`config.mk`:
```
export PLATFORM = sky130hd
export DESIGN_NAME = bit_shift_flag_unit
export DESIGN_NICKNAME = d
export VERILOG_FILES = /design/src/core/bsf_pkg.sv /design/src/core/io_port_if.sv /design/src/core/io_bit_rmw.sv /design/src/core/bit_shift_flag_unit.sv
export VERILOG_INCLUDE_DIRS = /design/src /design/src/core
export SDC_FILE = /design/constraint.sdc
export NUM_CORES = 1
export LEC_CHECK = 0
export ABC_AREA = 0
export BUFFER_PORTS_ARGS = -buffer_cell sky130_fd_sc_hd__clkbuf_2
export CAP_MARGIN = 20
export CORE_MARGIN = 2
export CORE_UTILIZATION = 57
export DETAILED_ROUTE_END_ITERATION = 16
export MAX_ROUTING_LAYER = met4
export PLACE_DENSITY = 0.85
export SYNTH_ARGS = -nofsm -noshare
export SYNTH_HDL_FRONTEND = slang
export SYNTH_HIERARCHICAL = 1
export SYNTH_SLANG_ARGS = --single-unit
```
`constraint.sdc`:
```
create_clock -name sys_clk -period 2.6 [get_ports sys_clk]
set_input_delay 0.39 -clock sys_clk [delete_from_list [all_inputs] [get_ports sys_clk]]
set_output_delay 0.39 -clock sys_clk [all_outputs]
set_load 0.03 [all_outputs]
```
`src/core/bsf_cfg.svh`:
```
// Constants for the bit, shift, flag and control execution unit.
// Assumes an 8-bit status register and a one-clock core.
//
// Operation
// - Rotate left through carry, flags Z,C,N,V,S,H
// - Rotate right through carry, flags Z,C,N,V,S
// - I/O bit set, no flags, two cycles
// - I/O bit clear, no flags, two cycles
// - Register bit copied into transfer flag
// - Transfer flag copied into register bit
// - Overflow flag set and clear only
// - Half-carry flag set and clear only
// - Signed-test flag set and clear only
// - Debug break: one cycle, flags kept
// - Sleep: one cycle, flags kept
// - Watchdog restart: one cycle, pulse watchdog
// - Listed data counts mean internal RAM
// - Non-volatile path adds one or more cycles
// - Low 64-byte I/O access adds one cycle
`ifndef BSF_CFG_SVH
`define BSF_CFG_SVH
`define FLAG_C        3'd0
`define FLAG_Z        3'd1
`define FLAG_N        3'd2
`define FLAG_V        3'd3
`define FLAG_S        3'd4
`define FLAG_H        3'd5
`define FLAG_T        3'd6
`define FLAG_I        3'd7
`define STATUS_RESET  8'h00
`define IO_LOW_LIMIT  6'h3f
`define NONVOL_MIN_EXTRA 1'b1
`endif

```
`src/core/bsf_pkg.sv`:
```
// Types for the bit, shift, flag and control execution unit.
// Assumes inclusion of bsf_cfg.svh by the design files.
package bsf_pkg;
    typedef enum logic [4:0] {
        OP_NONE      = 5'h00,
        OP_SHL       = 5'h01,
        OP_SHR       = 5'h02,
        OP_ROT_L     = 5'h03,
        OP_ROT_R     = 5'h04,
        OP_SAR       = 5'h05,
        OP_SWAP      = 5'h06,
        OP_IO_SET    = 5'h07,
        OP_IO_CLR    = 5'h08,
        OP_BIT_TO_T  = 5'h09,
        OP_T_TO_BIT  = 5'h0a,
        OP_FLAG_SET  = 5'h0b,
        OP_FLAG_CLR  = 5'h0c,
        OP_BREAK     = 5'h0d,
        OP_SLEEP     = 5'h0e,
        OP_WD_RESTART = 5'h0f,
        OP_NOP       = 5'h10,
        OP_MEM       = 5'h11
    } op_t;
    typedef enum logic [1:0] {
        ST_IDLE  = 2'b00,
        ST_IO_WR = 2'b01,
        ST_WAIT  = 2'b10
    } state_t;
endpackage

```
`src/core/io_port_if.sv`:
```
// Interface carrying I/O read-modify-write traffic inside the unit.
// Assumes one clock domain.
`timescale 1ns/1ps
`default_nettype none
interface io_port_if;
    logic       rd;
    logic       wr;
    logic [5:0] addr;
    logic [7:0] wdata;
    logic [7:0] rdata;
    modport master (output rd, output wr, output addr, output wdata, input rdata);
    modport slave  (input rd, input wr, input addr, input wdata, output rdata);
endinterface
`default_nettype wire

```
`src/core/io_bit_rmw.sv`:
```
// Read-modify-write of one I/O bit over two cycles.
// Assumes the I/O space answers a read in the same cycle.
`include "bsf_cfg.svh"
`timescale 1ns/1ps
`default_nettype none
module io_bit_rmw
    import bsf_pkg::*;
(
    // Clock and reset
    input  wire logic       sys_clk,
    input  wire logic       arst_n,
    // Request
    input  wire logic       start,
    input  wire logic       set_not_clr,
    input  wire logic [5:0] addr,
    input  wire logic [2:0] bit_sel,
    // I/O side
    io_port_if.master       io,
    // Status
    output logic            busy
);
    logic       phase_reg;
    logic       val_reg;
    logic [5:0] addr_reg;
    logic [2:0] bit_reg;
    logic [7:0] merged;

    always_ff @(posedge sys_clk or negedge arst_n) begin
        if (!arst_n) begin
            phase_reg <= 1'b0;
            val_reg   <= 1'b0;
            addr_reg  <= 6'h00;
            bit_reg   <= 3'h0;
        end else begin
            phase_reg <= start && !phase_reg;
            if (start && !phase_reg) begin
                val_reg  <= set_not_clr;
                addr_reg <= addr;
                bit_reg  <= bit_sel;
            end
        end
    end

    always_comb begin
        merged          = io.rdata;
        merged[bit_reg] = val_reg;
    end

    assign io.rd    = start && !phase_reg;
    assign io.wr    = phase_reg;
    assign io.addr  = phase_reg ? addr_reg : addr;
    assign io.wdata = merged;
    assign busy     = phase_reg;
endmodule // io_bit_rmw
`default_nettype wire

```
`src/core/bit_shift_flag_unit.sv`:
```
// Execution unit for shifts, bit moves, flag changes and control ops.
// Assumes the decoder holds op and operands until done pulses.
`include "bsf_cfg.svh"
`timescale 1ns/1ps
`default_nettype none
module bit_shift_flag_unit
    import bsf_pkg::*;
(
    // Clock and reset
    input  wire logic       sys_clk,
    input  wire logic       arst_n,
    // Decoder side
    input  wire logic       op_valid,
    input  wire logic [4:0] op_code,
    input  wire logic [7:0] src_data,
    input  wire logic [2:0] bit_sel,
    input  wire logic [5:0] io_addr,
    input  wire logic       mem_nonvol,
    input  wire logic       mem_io_low,
    input  wire logic       mem_base_extra,
    // Register file side
    output logic            rd_we,
    output logic [7:0]      rd_data,
    output logic [7:0]      status_register,
    output logic            done,
    // I/O space
    output logic            io_rd,
    output logic            io_wr,
    output logic [5:0]      io_addr_out,
    output logic [7:0]      io_wdata,
    input  wire logic [7:0] io_rdata,
    // Non-volatile memory controller
    input  wire logic       nonvol_ready,
    // System control
    output logic            break_pulse,
    output logic            sleep_pulse,
    output logic            watchdog_restart
);
    op_t        op;
    state_t     state_reg;
    state_t     state_next;
    logic [7:0] flags_reg;
    logic [7:0] flags_next;
    logic [7:0] res;
    logic [7:0] rd_data_reg;
    logic       rd_we_reg;
    logic       res_we;
    logic       rmw_busy;
    logic       extra_reg;
    logic       io_pend_reg;
    logic       wait_done;
    logic       shift_op;

    io_port_if io_bus ();

    assign op = op_t'(op_code);

    // Shared flag update after a shift
    function automatic logic [7:0] shift_flags(input logic [7:0] s, input logic [7:0] r,
                                               input logic c, input logic h_upd,
                                               input logic h);
        logic [7:0] f;
        f = s;
        f[`FLAG_C] = c;
        f[`FLAG_Z] = (r == 8'h00);
        f[`FLAG_N] = r[7];
        f[`FLAG_V] = r[7] ^ c;
        f[`FLAG_S] = r[7] ^ (r[7] ^ c);
        if (h_upd) f[`FLAG_H] = h;
        return f;
    endfunction

    io_bit_rmw u_rmw (
        .sys_clk     (sys_clk),
        .arst_n      (arst_n),
        .start       (op_valid && state_reg == ST_IDLE
                      && (op == OP_IO_SET || op == OP_IO_CLR)),
        .set_not_clr (op == OP_IO_SET),
        .addr        (io_addr),
        .bit_sel     (bit_sel),
        .io          (io_bus.master),
        .busy        (rmw_busy)
    );
    assign io_rd           = io_bus.rd;
    assign io_wr           = io_bus.wr;
    assign io_addr_out     = io_bus.addr;
    assign io_wdata        = io_bus.wdata;
    assign io_bus.rdata    = io_rdata;

    // Result and flag computation
    always_comb begin
        res        = src_data;
        flags_next = flags_reg;
        res_we     = 1'b0;
        shift_op   = 1'b0;
        if (op_valid && state_reg == ST_IDLE) begin
            unique case (op)
                OP_SHL: begin
                    res = {src_data[6:0], 1'b0};
                    res_we = 1'b1;
                    flags_next = shift_flags(flags_reg, res, src_data[7], 1'b1, src_data[3]);
                end
                OP_SHR: begin
                    res = {1'b0, src_data[7:1]};
                    res_we = 1'b1;
                    flags_next = shift_flags(flags_reg, res, src_data[0], 1'b0, 1'b0);
                end
                OP_ROT_L: begin
                    res = {src_data[6:0], flags_reg[`FLAG_C]};
                    res_we = 1'b1;
                    flags_next = shift_flags(flags_reg, res, src_data[7], 1'b1, src_data[3]);
                end
                OP_ROT_R: begin
                    res = {flags_reg[`FLAG_C], src_data[7:1]};
                    res_we = 1'b1;
                    flags_next = shift_flags(flags_reg, res, src_data[0], 1'b0, 1'b0);
                end
                OP_SAR: begin
                    res = {src_data[7], src_data[7:1]};
                    res_we = 1'b1;
                    flags_next = shift_flags(flags_reg, res, src_data[0], 1'b0, 1'b0);
                end
                OP_SWAP: begin
                    res = {src_data[3:0], src_data[7:4]};
                    res_we = 1'b1;
                end
                OP_BIT_TO_T: flags_next[`FLAG_T] = src_data[bit_sel];
                OP_T_TO_BIT: begin
                    res[bit_sel] = flags_reg[`FLAG_T];
                    res_we = 1'b1;
                end
                OP_FLAG_SET: flags_next[bit_sel] = 1'b1;
                OP_FLAG_CLR: flags_next[bit_sel] = 1'b0;
                default: ;
            endcase
        end
    end

    // Multi-cycle sequencing
    assign wait_done = !extra_reg && !io_pend_reg && (!mem_nonvol || nonvol_ready);
    always_comb begin
        state_next = state_reg;
        unique case (state_reg)
            ST_IDLE: begin
                if (op_valid && (op == OP_IO_SET || op == OP_IO_CLR))
                    state_next = ST_IO_WR;
                else if (op_valid && op == OP_MEM
                         && (mem_base_extra || mem_nonvol || mem_io_low))
                    state_next = ST_WAIT;
            end
            ST_IO_WR: state_next = ST_IDLE;
            ST_WAIT:  if (wait_done) state_next = ST_IDLE;
            default:  state_next = ST_IDLE;
        endcase
    end

    always_ff @(posedge sys_clk or negedge arst_n) begin
        if (!arst_n) state_reg <= ST_IDLE;
        else         state_reg <= state_next;
    end

    // Extra-cycle counters for memory accesses
    always_ff @(posedge sys_clk or negedge arst_n) begin
        if (!arst_n) begin
            extra_reg   <= 1'b0;
            io_pend_reg <= 1'b0;
        end else if (state_reg == ST_IDLE && state_next == ST_WAIT) begin
            extra_reg   <= mem_base_extra && (mem_nonvol || mem_io_low);
            io_pend_reg <= mem_io_low && mem_nonvol;
        end else if (state_reg == ST_WAIT) begin
            if (extra_reg)         extra_reg   <= 1'b0;
            else if (io_pend_reg)  io_pend_reg <= 1'b0;
        end
    end

    always_ff @(posedge sys_clk or negedge arst_n) begin
        if (!arst_n) flags_reg <= `STATUS_RESET;
        else         flags_reg <= flags_next;
    end

    always_ff @(posedge sys_clk or negedge arst_n) begin
        if (!arst_n) begin
            rd_data_reg <= 8'h00;
            rd_we_reg   <= 1'b0;
        end else begin
            rd_we_reg <= res_we;
            if (res_we) rd_data_reg <= res;
        end
    end

    always_ff @(posedge sys_clk or negedge arst_n) begin
        if (!arst_n) begin
            break_pulse      <= 1'b0;
            sleep_pulse      <= 1'b0;
            watchdog_restart <= 1'b0;
        end else begin
            break_pulse      <= op_valid && state_reg == ST_IDLE && op == OP_BREAK;
            sleep_pulse      <= op_valid && state_reg == ST_IDLE && op == OP_SLEEP;
            watchdog_restart <= op_valid && state_reg == ST_IDLE && op == OP_WD_RESTART;
        end
    end

    // Completion; non-volatile path waits at least one cycle for ready
    always_comb begin
        done = 1'b0;
        unique case (state_reg)
            ST_IDLE:  done = op_valid && state_next == ST_IDLE;
            ST_IO_WR: done = rmw_busy;
            ST_WAIT:  done = wait_done;
            default:  done = 1'b0;
        endcase
    end

    assign rd_we           = rd_we_reg;
    assign rd_data         = rd_data_reg;
    assign status_register = flags_reg;
endmodule // bit_shift_flag_unit
`default_nettype wire

```
# ---- After elaboration in Yosys (flattened, before gate mapping)
# Index checks and enable logic that the tools add are counted.
dict set report totals {
  register_bits 35
  latchBits 0
  ram_bits 0
  romBits 0
  input_bits 37
  output_inout_bits 37
  wordCells 122
  memories 0
}
dict set report classes {
  add_sub_neg 0
  mul 0
  n_div 0
  magnitude_cmp 4
  eq_ne 20
  shifts 0
  mux 26
  bitwise_logic 12
  reduce_logical 44
}
# op n
set op_table {}
lappend op_table {{$pmux 8 s7} 1}
lappend op_table {{$pmux 6 s7} 1}
lappend op_table {{$eq 5x4->1 const B} 8}
lappend op_table {{$logic_not 8->1} 3}
lappend op_table {{$eq 5x3->1 const B} 4}
lappend op_table {{$logic_and 1x1->1} 17}
lappend op_table {{$bwmux 8} 2}
lappend op_table {{$logic_not 7->1} 2}
lappend op_table {{$eq 5x2->1 const B} 2}
lappend op_table {{$mux 1} 10}
lappend op_table {{$and 8x8->8} 1}
lappend op_table {{$lt 3x4->1 const B} 2}
lappend op_table {{$mux 8} 1}
lappend op_table {{$not 8->8} 1}
lappend op_table {{$or 8x8->8} 1}
lappend op_table {{$reduce_and 2->1} 4}
lappend op_table {{$reduce_bool 7->1} 1}
lappend op_table {{$reduce_or 7->1} 1}
lappend op_table {{$demux 1 s3} 2}
lappend op_table {{$ge 3x1->1 const B} 2}
lappend op_table {{$mux 2} 3}
lappend op_table {{$mux 6} 1}
lappend op_table {{$pmux 1 s3} 2}
lappend op_table {{$xor 1x1->1} 6}
lappend op_table {{16 further kinds} 28}

# ---- Logic depth before layout (Yosys ltp)
# Gate-level depths: netlist of run 1.
dict set report depth {
  depth_word 10
  mapped_depth 7
  depth_no_buf 6
}

# ---- By module
# The synthesis of run 1 kept the hierarchy.
# module instances cells_each area_per_inst_um2 seq_area_each_um2
set modules_own_cells {}
lappend modules_own_cells {bit_shift_flag_unit 1 221 1959.4 600.6}
lappend modules_own_cells {io_bit_rmw 1 51 696.9 275.3}

# ---- Least setup slack after synthesis of run 1
# No wires, ideal clock.
dict set report synth_timing {
  path_kind {input-to-output}
  from {in op_code[2]}
  to {out done}
  t_arrival_ps 1626
  setup_slack_ps 584
  stages 6
  path_buffers 2
  path_cell_list {buf_4 buf_2 and3_1 o21bai_1 a32oi_1 o32ai_1}
}
dict set report synth_via {
  elab_chain_len 9
  word_cells_on_any_way 13
  cone_classes {eq/ne: 3; mux: 4; reduce/logical: 6}
}
# item line
set synth_lines {}
lappend synth_lines {{start: declaration} bit_shift_flag_unit.sv:14} ;# input wire logic [4:0] op_code,
lappend synth_lines {{$eq 5x5->1} bit_shift_flag_unit.sv:147} ;# else if (op_valid && op == OP_MEM
lappend synth_lines {{$logic_and 1x1->1} bit_shift_flag_unit.sv:147}
lappend synth_lines {{$logic_and 1x1->1} bit_shift_flag_unit.sv:148} ;# && (mem_base_extra || mem_nonvol || mem_io_low))
lappend synth_lines {{$mux 2} bit_shift_flag_unit.sv:147}
lappend synth_lines {{$mux 2 (*)} bit_shift_flag_unit.sv:145} ;# if (op_valid && (op == OP_IO_SET || op == OP_IO_CLR))
lappend synth_lines {{$pmux 2 s2 (*)} bit_shift_flag_unit.sv:143} ;# unique case (state_reg)
lappend synth_lines {{$logic_not 2->1 (*)} bit_shift_flag_unit.sv:207} ;# ST_IDLE: done = op_valid && state_next == ST_IDLE;
lappend synth_lines {{$logic_and 1x1->1 (*)} bit_shift_flag_unit.sv:207}
lappend synth_lines {{$pmux 1 s3 (*)} bit_shift_flag_unit.sv:206} ;# unique case (state_reg)
lappend synth_lines {{end: declaration} bit_shift_flag_unit.sv:25} ;# output logic done,
# Every way passes the cells marked *; elsewhere a longest branch is shown, timed or not.

# ---- Worst setup path in the final report of run 1
dict set report layout_timing {
  from {reg state_reg[0]}
  to {out done}
}
dict set report layout_via {
  elab_chain_len 6
  word_cells_on_any_way 10
  cone_classes {eq/ne: 2; mux: 5; reduce/logical: 3}
}
# item line
set layout_lines {}
lappend layout_lines {{start: declaration} bit_shift_flag_unit.sv:40} ;# state_t state_reg;
lappend layout_lines {{start signal: assignment} bit_shift_flag_unit.sv:159} ;# else state_reg <= state_next;
lappend layout_lines {{$mux 2} bit_shift_flag_unit.sv:147}
lappend layout_lines {{$mux 2} bit_shift_flag_unit.sv:145}
lappend layout_lines {{$pmux 2 s2} bit_shift_flag_unit.sv:143}
lappend layout_lines {{$logic_not 2->1} bit_shift_flag_unit.sv:207}
lappend layout_lines {{$logic_and 1x1->1} bit_shift_flag_unit.sv:207}
lappend layout_lines {{$pmux 1 s3 (*)} bit_shift_flag_unit.sv:206}
# Marked as above.

==> flow_summary.ini, run 1 <==
[timing]
holdWs_ps = 211
fin_tns_setup_ps = 0
fmax_ghz = 0.416
rsz0062_at_grt = false
clock_skew_ps = 5.03
fin_crit_sh = 0.924
tightest_slew_ps = 871
fin_crit_ps = 2400
finalMaxSlewViolations = 0
hold_viol = 0
setup_viol = 0
max-slew-margin-rel = 0.420

[worst_setup_path]
cp-end-kind = primary output
path_class = flip-flop to primary output
cp-start-kind = flip-flop
cp_data_required_time_ps = 2210
arrival_ps = 2010
critPathMaxFanout = 6

[logic_synthesis]
yosysMostFrequentCell = dfrtp_1
synth-edff-count = 0
synth_area_leaders = dfrtp_1 33%, mux2_2 11%, mux2_4 5.7%
syn_area_mm2 = 0.00266
synth_flop_cell = dfrtp_1
yosys-top-cells-count = 35 x dfrtp_1, 25 x mux2_2, 15 x nor2_1, 13 x nand2_1, 12 x o21ai_0
synth_area_leader_cell = dfrtp_1
syn_inst = 272
synthesis.nets = 310
synth-seq-cells = 35
synth_top_area_share = 0.330
ys.warnings.count = 6
yosysUniqueCellTypes = 62
seq_area_frac_synth = 0.330
async_reset_ff_frac = 1.00
syn_avg_cell_area_um2 = 9.77

[layout]
drive_above_1_share = 0.383
final_cells = 389
finish.utilization = 0.695
largest_reg_flops = 8
num-fill-cells = 341
multi_input_area_mm2 = 0.00164
antenna_cells = 0
regArea_um2 = 876
final_nets = 374
area_delta_synth_final_pct = 15.4

[job]
cap_violations = 0

[global_routing]
grtUsageMet1 = 0.361
grt-busiest-layer = met2
grt_first_pass_wirelength_um = 10700
grt_usage = 0.269
use_met2 = 0.420
grt_pass1_vias = 2229
grt_max_degree = 36
gr-usage-met3 = 0.0431
antenna_found_initial = 0
gr-total-overflow = 0

[detailed_routing]
first_pass_iters = 6
drc_errors = 0
routed_wl_um = 6750
ant_nets = 0
via_count = 2417
vias_per_cell = 6.21
drtIter0Drc = 154
wl_per_cell_um = 17.3

[run_status]
status = complete, no violations

[worst_hold_path]
min_path_type = primary input to async pin

[clock_tree]
cts_htree_levels = 2
cts_num_sinks = 35
cts.path.max_buffers = 2
cts_resized = 0
cts.root.buffer_cell = clkbuf_8
numCtsBuffers = 5
cts_tree = yes
cts.clk_slew.worst_paths_ps = 70
post_cts_buffers = 0
cts-hold-fix-buffers = 0
insertion_delay_ps = 280

[die]
die-area_mm2 = 0.00522
io_pins = 74
num_rows = 24
die_h_um = 72.3
core-area_mm2 = 0.00441
start_util = 0.602
die_x_um = 72.3

[placement]
dp_hpwl_um = 5030
placed_cells = 381
numPortBuffers = 73
place.gp.congestion = 0.937

[pwr]
irDropWorstVdd_mv = 0.378
power.density_mw_per_mm2 = 553
power.leakage_nw = 1.44
## layout make-up
cell class / count / share of cell area
multi-input combinational: 213 / 0.534
clock buffer: 7 / 0.0249
clock inverter: 1 / 0.00163
inverter: 5 / 0.00612
sequential: 35 / 0.286
tap: 52 / 0.0212
timing repair buffer: 76 / 0.126
## through the flow
stage	area (um^2)	setup WS (ps)	power [mW]
after floorplan	2660	584	1.15
after global placement	2990	461	1.30
after detailed placement	2990	393	1.32
after CTS	3070	206	1.70
after global routing	3070	58.1	1.78
final	3070	197	1.70
## logic make-up (layout without fill, tap and decap cells)
logic type               Yosys count  after routing  share of synthesized area
multiplexers                      45             45                      0.200
AND/OR/NAND/NOR                   93             93                      0.210
adder cells (fa/ha/maj)            1              1                    0.00471
XOR/XNOR                           3              3                    0.00989
buffers and inverters             24             89                     0.0537
flip-flops                        35             35                      0.330
AO/OA/AOI/OAI                     71             71                      0.192
## path summary, 6_finish.rpt
check,from,endpoint,slack [ps],cells after the start
max,state_reg[0],done,200,5
min,arst_n,async pin,210,1
max reg2reg,state_reg[0],status_register[4],780,5
min reg2reg,status_register[4],status_register[4],500,1
max in group asynchronous,arst_n,rd_data[5],1840,1
min in group sys_clk,io_addr[5],u_rmw/addr_reg[5],360,2
## placed cells by master, fill, tap and decap left out, drive strengths merged, types with 7 or more instances in the layout
cell type / instances
nor3: 8
nand2: 13
nor2b: 9
o21ai: 19
clkbuf: 80
dfrtp: 35
mux2: 35
a222oi: 7
nand2b: 10
nor2: 18
a21oi: 9
mux2i: 10
nor3b: 8
## report_power, final
group	internal (mW)	switching [mW]	total, mW
Combinational	0.252	0.346	0.598
Sequential	0.629	0.0870	0.716
Clock	0.188	0.194	0.382
## worst max-delay path, cell delays in order, from the launching register on
cell      delay [ps]
dfrtp_1          420
nor3b_1          400
o311ai_1         330
a32oi_1          280
o32ai_1          110
clkbuf_2         190
## per-layer routing
metal,vias up,part of all wire
li1,1147,-
met4,0,0.017
met3,12,0.077
met1,1141,0.43
met2,117,0.48
met5,-,0
No activity file was read; power rests on OpenSTA's default activity.
==> run 2, diff against run 1 <==
GPL_TIMING_DRIVEN = 0   (was not set)
==> run 2 against run 1 <==
Net effect: global-route usage rose by 1.3 points; critical endpoint is now io_rd; flip-flop and latch count stayed put; routed wire length up 1.5%; critical path depth up 2; via count grew 3.3%; first-iteration DRC count up 15%.
==> flow_summary.ini, run 2 (synthesis gave the netlist of run 1 again) <==
[die]
die_h_um = 72.3
num_rows = 24
core-area_mm2 = 0.00441
die-area_mm2 = 0.00522
start_util = 0.602
io_pins = 74
die_x_um = 72.3

[placement]
dp_slack_ps = 238
dpl-instance-area_mm2 = 0.00307
placed_cells = 394
dp_hpwl_um = 4870
place.gp.congestion = 0.962
numPortBuffers = 70

[worst_setup_path]
crit_slowest_cell = or3b_4
path_delay_family = simple AND/OR/NAND/NOR gates
max_stage_delay_ps = 450
path_class = flip-flop to primary output
cp.depth = 7
worstPathCellList = or3b_4 -> nor2_4 -> o21a_1 -> nand2b_4 -> buf_6 -> inv_1 -> clkbuf_2
reg2reg_depth = 6
cp_data_required_time_ps = 2210
critPathBufInv = 3
critPathMaxFanout = 10
arrival_ps = 1990
ff2ff_setup_slack_ps = 760
cp-start-kind = flip-flop
cp-end-kind = primary output

[timing]
fmax_ghz = 0.420
setup_viol = 0
fin_tns_setup_ps = 0
rsz0062_at_grt = false
max-slew-margin-rel = 0.414
holdWs_ps = 204
fin_crit_sh = 0.915
setup_slack_ps = 221
clock_skew_ps = 2.89
fin_crit_ps = 2380
finalMaxSlewViolations = 0
hold_viol = 0
tightest_slew_ps = 878

[layout]
finish.utilization = 0.726
layout_commonest_cell = clkbuf_2
area_delta_synth_final_pct = 20.6
final_nets = 387
final_area_mm2 = 0.00320
final_cell_mix = 70 x clkbuf_2, 35 x dfrtp_1, 25 x mux2_2, 15 x nor2_1, 13 x nand2_1
largest_reg_flops = 8
drive_above_1_share = 0.403
final_cells = 402
antenna_cells = 0

[pwr]
irDropWorstVdd_mv = 0.354
power.leakage_nw = 1.51
power_frac_comb = 0.355
p_switching_mw = 0.642
finalPower_mw = 1.85
swShare = 0.347
power.density_mw_per_mm2 = 577
p_int_mw = 1.21
p_seq_frac = 0.366
clock_power_share = 0.279

[global_routing]
gr-total-overflow = 0
grt_max_degree = 36
grt_pass1_vias = 2364
grt_usage = 0.282
antenna_found_initial = 0
grt_first_pass_wirelength_um = 11200

[run_status]
status = complete, no violations

[detailed_routing]
via_count = 2497
drtIter0Drc = 177
routed_wl_um = 6850
first_pass_iters = 5
wl_per_cell_um = 17.0
ant_nets = 0
drc_errors = 0
vias_per_cell = 6.21

[clock_tree]
cts.clk_slew.worst_paths_ps = 70
cts-hold-fix-buffers = 0
insertion_delay_ps = 290
cts_tree = yes
cts_num_sinks = 35
numCtsBuffers = 5
cts_htree_levels = 2
cts.root.buffer_cell = clkbuf_8
cts.path.max_buffers = 2

[worst_hold_path]
min_path_type = primary input to async pin

[job]
cap_violations = 0
-- run 2: changes by cell type in the layout (fill, tap and decap cells not counted) --
cell,before,now
buf_1,0,1
buf_2,0,6
buf_4,3,4
buf_6,0,4
bufinv_16,0,1
clkbuf_1,2,4
clkbuf_2,73,70
clkbuf_8,5,6
nor4_1,2,1
nor4_2,0,1
o311ai_1,1,0
o311ai_2,0,1
-- run 2: area by class of cell --
class	count	area, um^2
Buffer	19	124
Clock buffer	6	82.6
Clock inverter	2	35.0
Fill cell	342	1210
Inverter	5	18.8
Multi-Input combinational cell	213	1650
Sequential cell	35	876
Tap cell	52	65.1
Timing Repair Buffer	70	350
-- run 2: worst reg2reg max path, delay by kind of cell (launching register included) --
kind / cells / cell delay, ps
buffers and inverters: 1 / 150
AOI/OAI and AO/OA: 1 / 190
DFF: 1 / 410
and+or+nand+nor: 3 / 670
muxes: 1 / 310
-- run 2: what timing repair did --
action / 4_1_cts / 5_1_grt
gates resized for setup: 0 / 2
setup endpoints to repair: 0 / 1
setup buffers: 0 / 0
-- run 2: final timing paths --
check / startpoint / endpoint
worst max-delay path: state_reg[0] / io_rd
worst min-delay path: arst_n / io_pend_reg
worst max register to register: state_reg[0] / u_rmw/addr_reg[4]
worst min register to register: state_reg[0] / state_reg[1]
max in group asynchronous: arst_n / u_rmw/addr_reg[1]
min in group sys_clk: io_addr[2] / u_rmw/addr_reg[2]
-- run 2: power by group through the flow --
stage	Sequential [mW]	Combinational, mW	Clock, mW
6_report	0.677	0.656	0.516
3_3_place_gp	0.682	0.634	0
5_1_grt	0.687	0.709	0.545
4_1_cts	0.677	0.652	0.521
3_5_place_dp	0.686	0.647	0
2_1_floorplan	0.765	0.388	0
-- run 2: layer usage --
metal,vias up,track usage,part of all wire
met1,1178,0.370,0.42
li1,1173,-,-
met5,-,-,0
met4,0,0.0881,0.017
met3,13,0.0347,0.088
met2,133,0.459,0.48
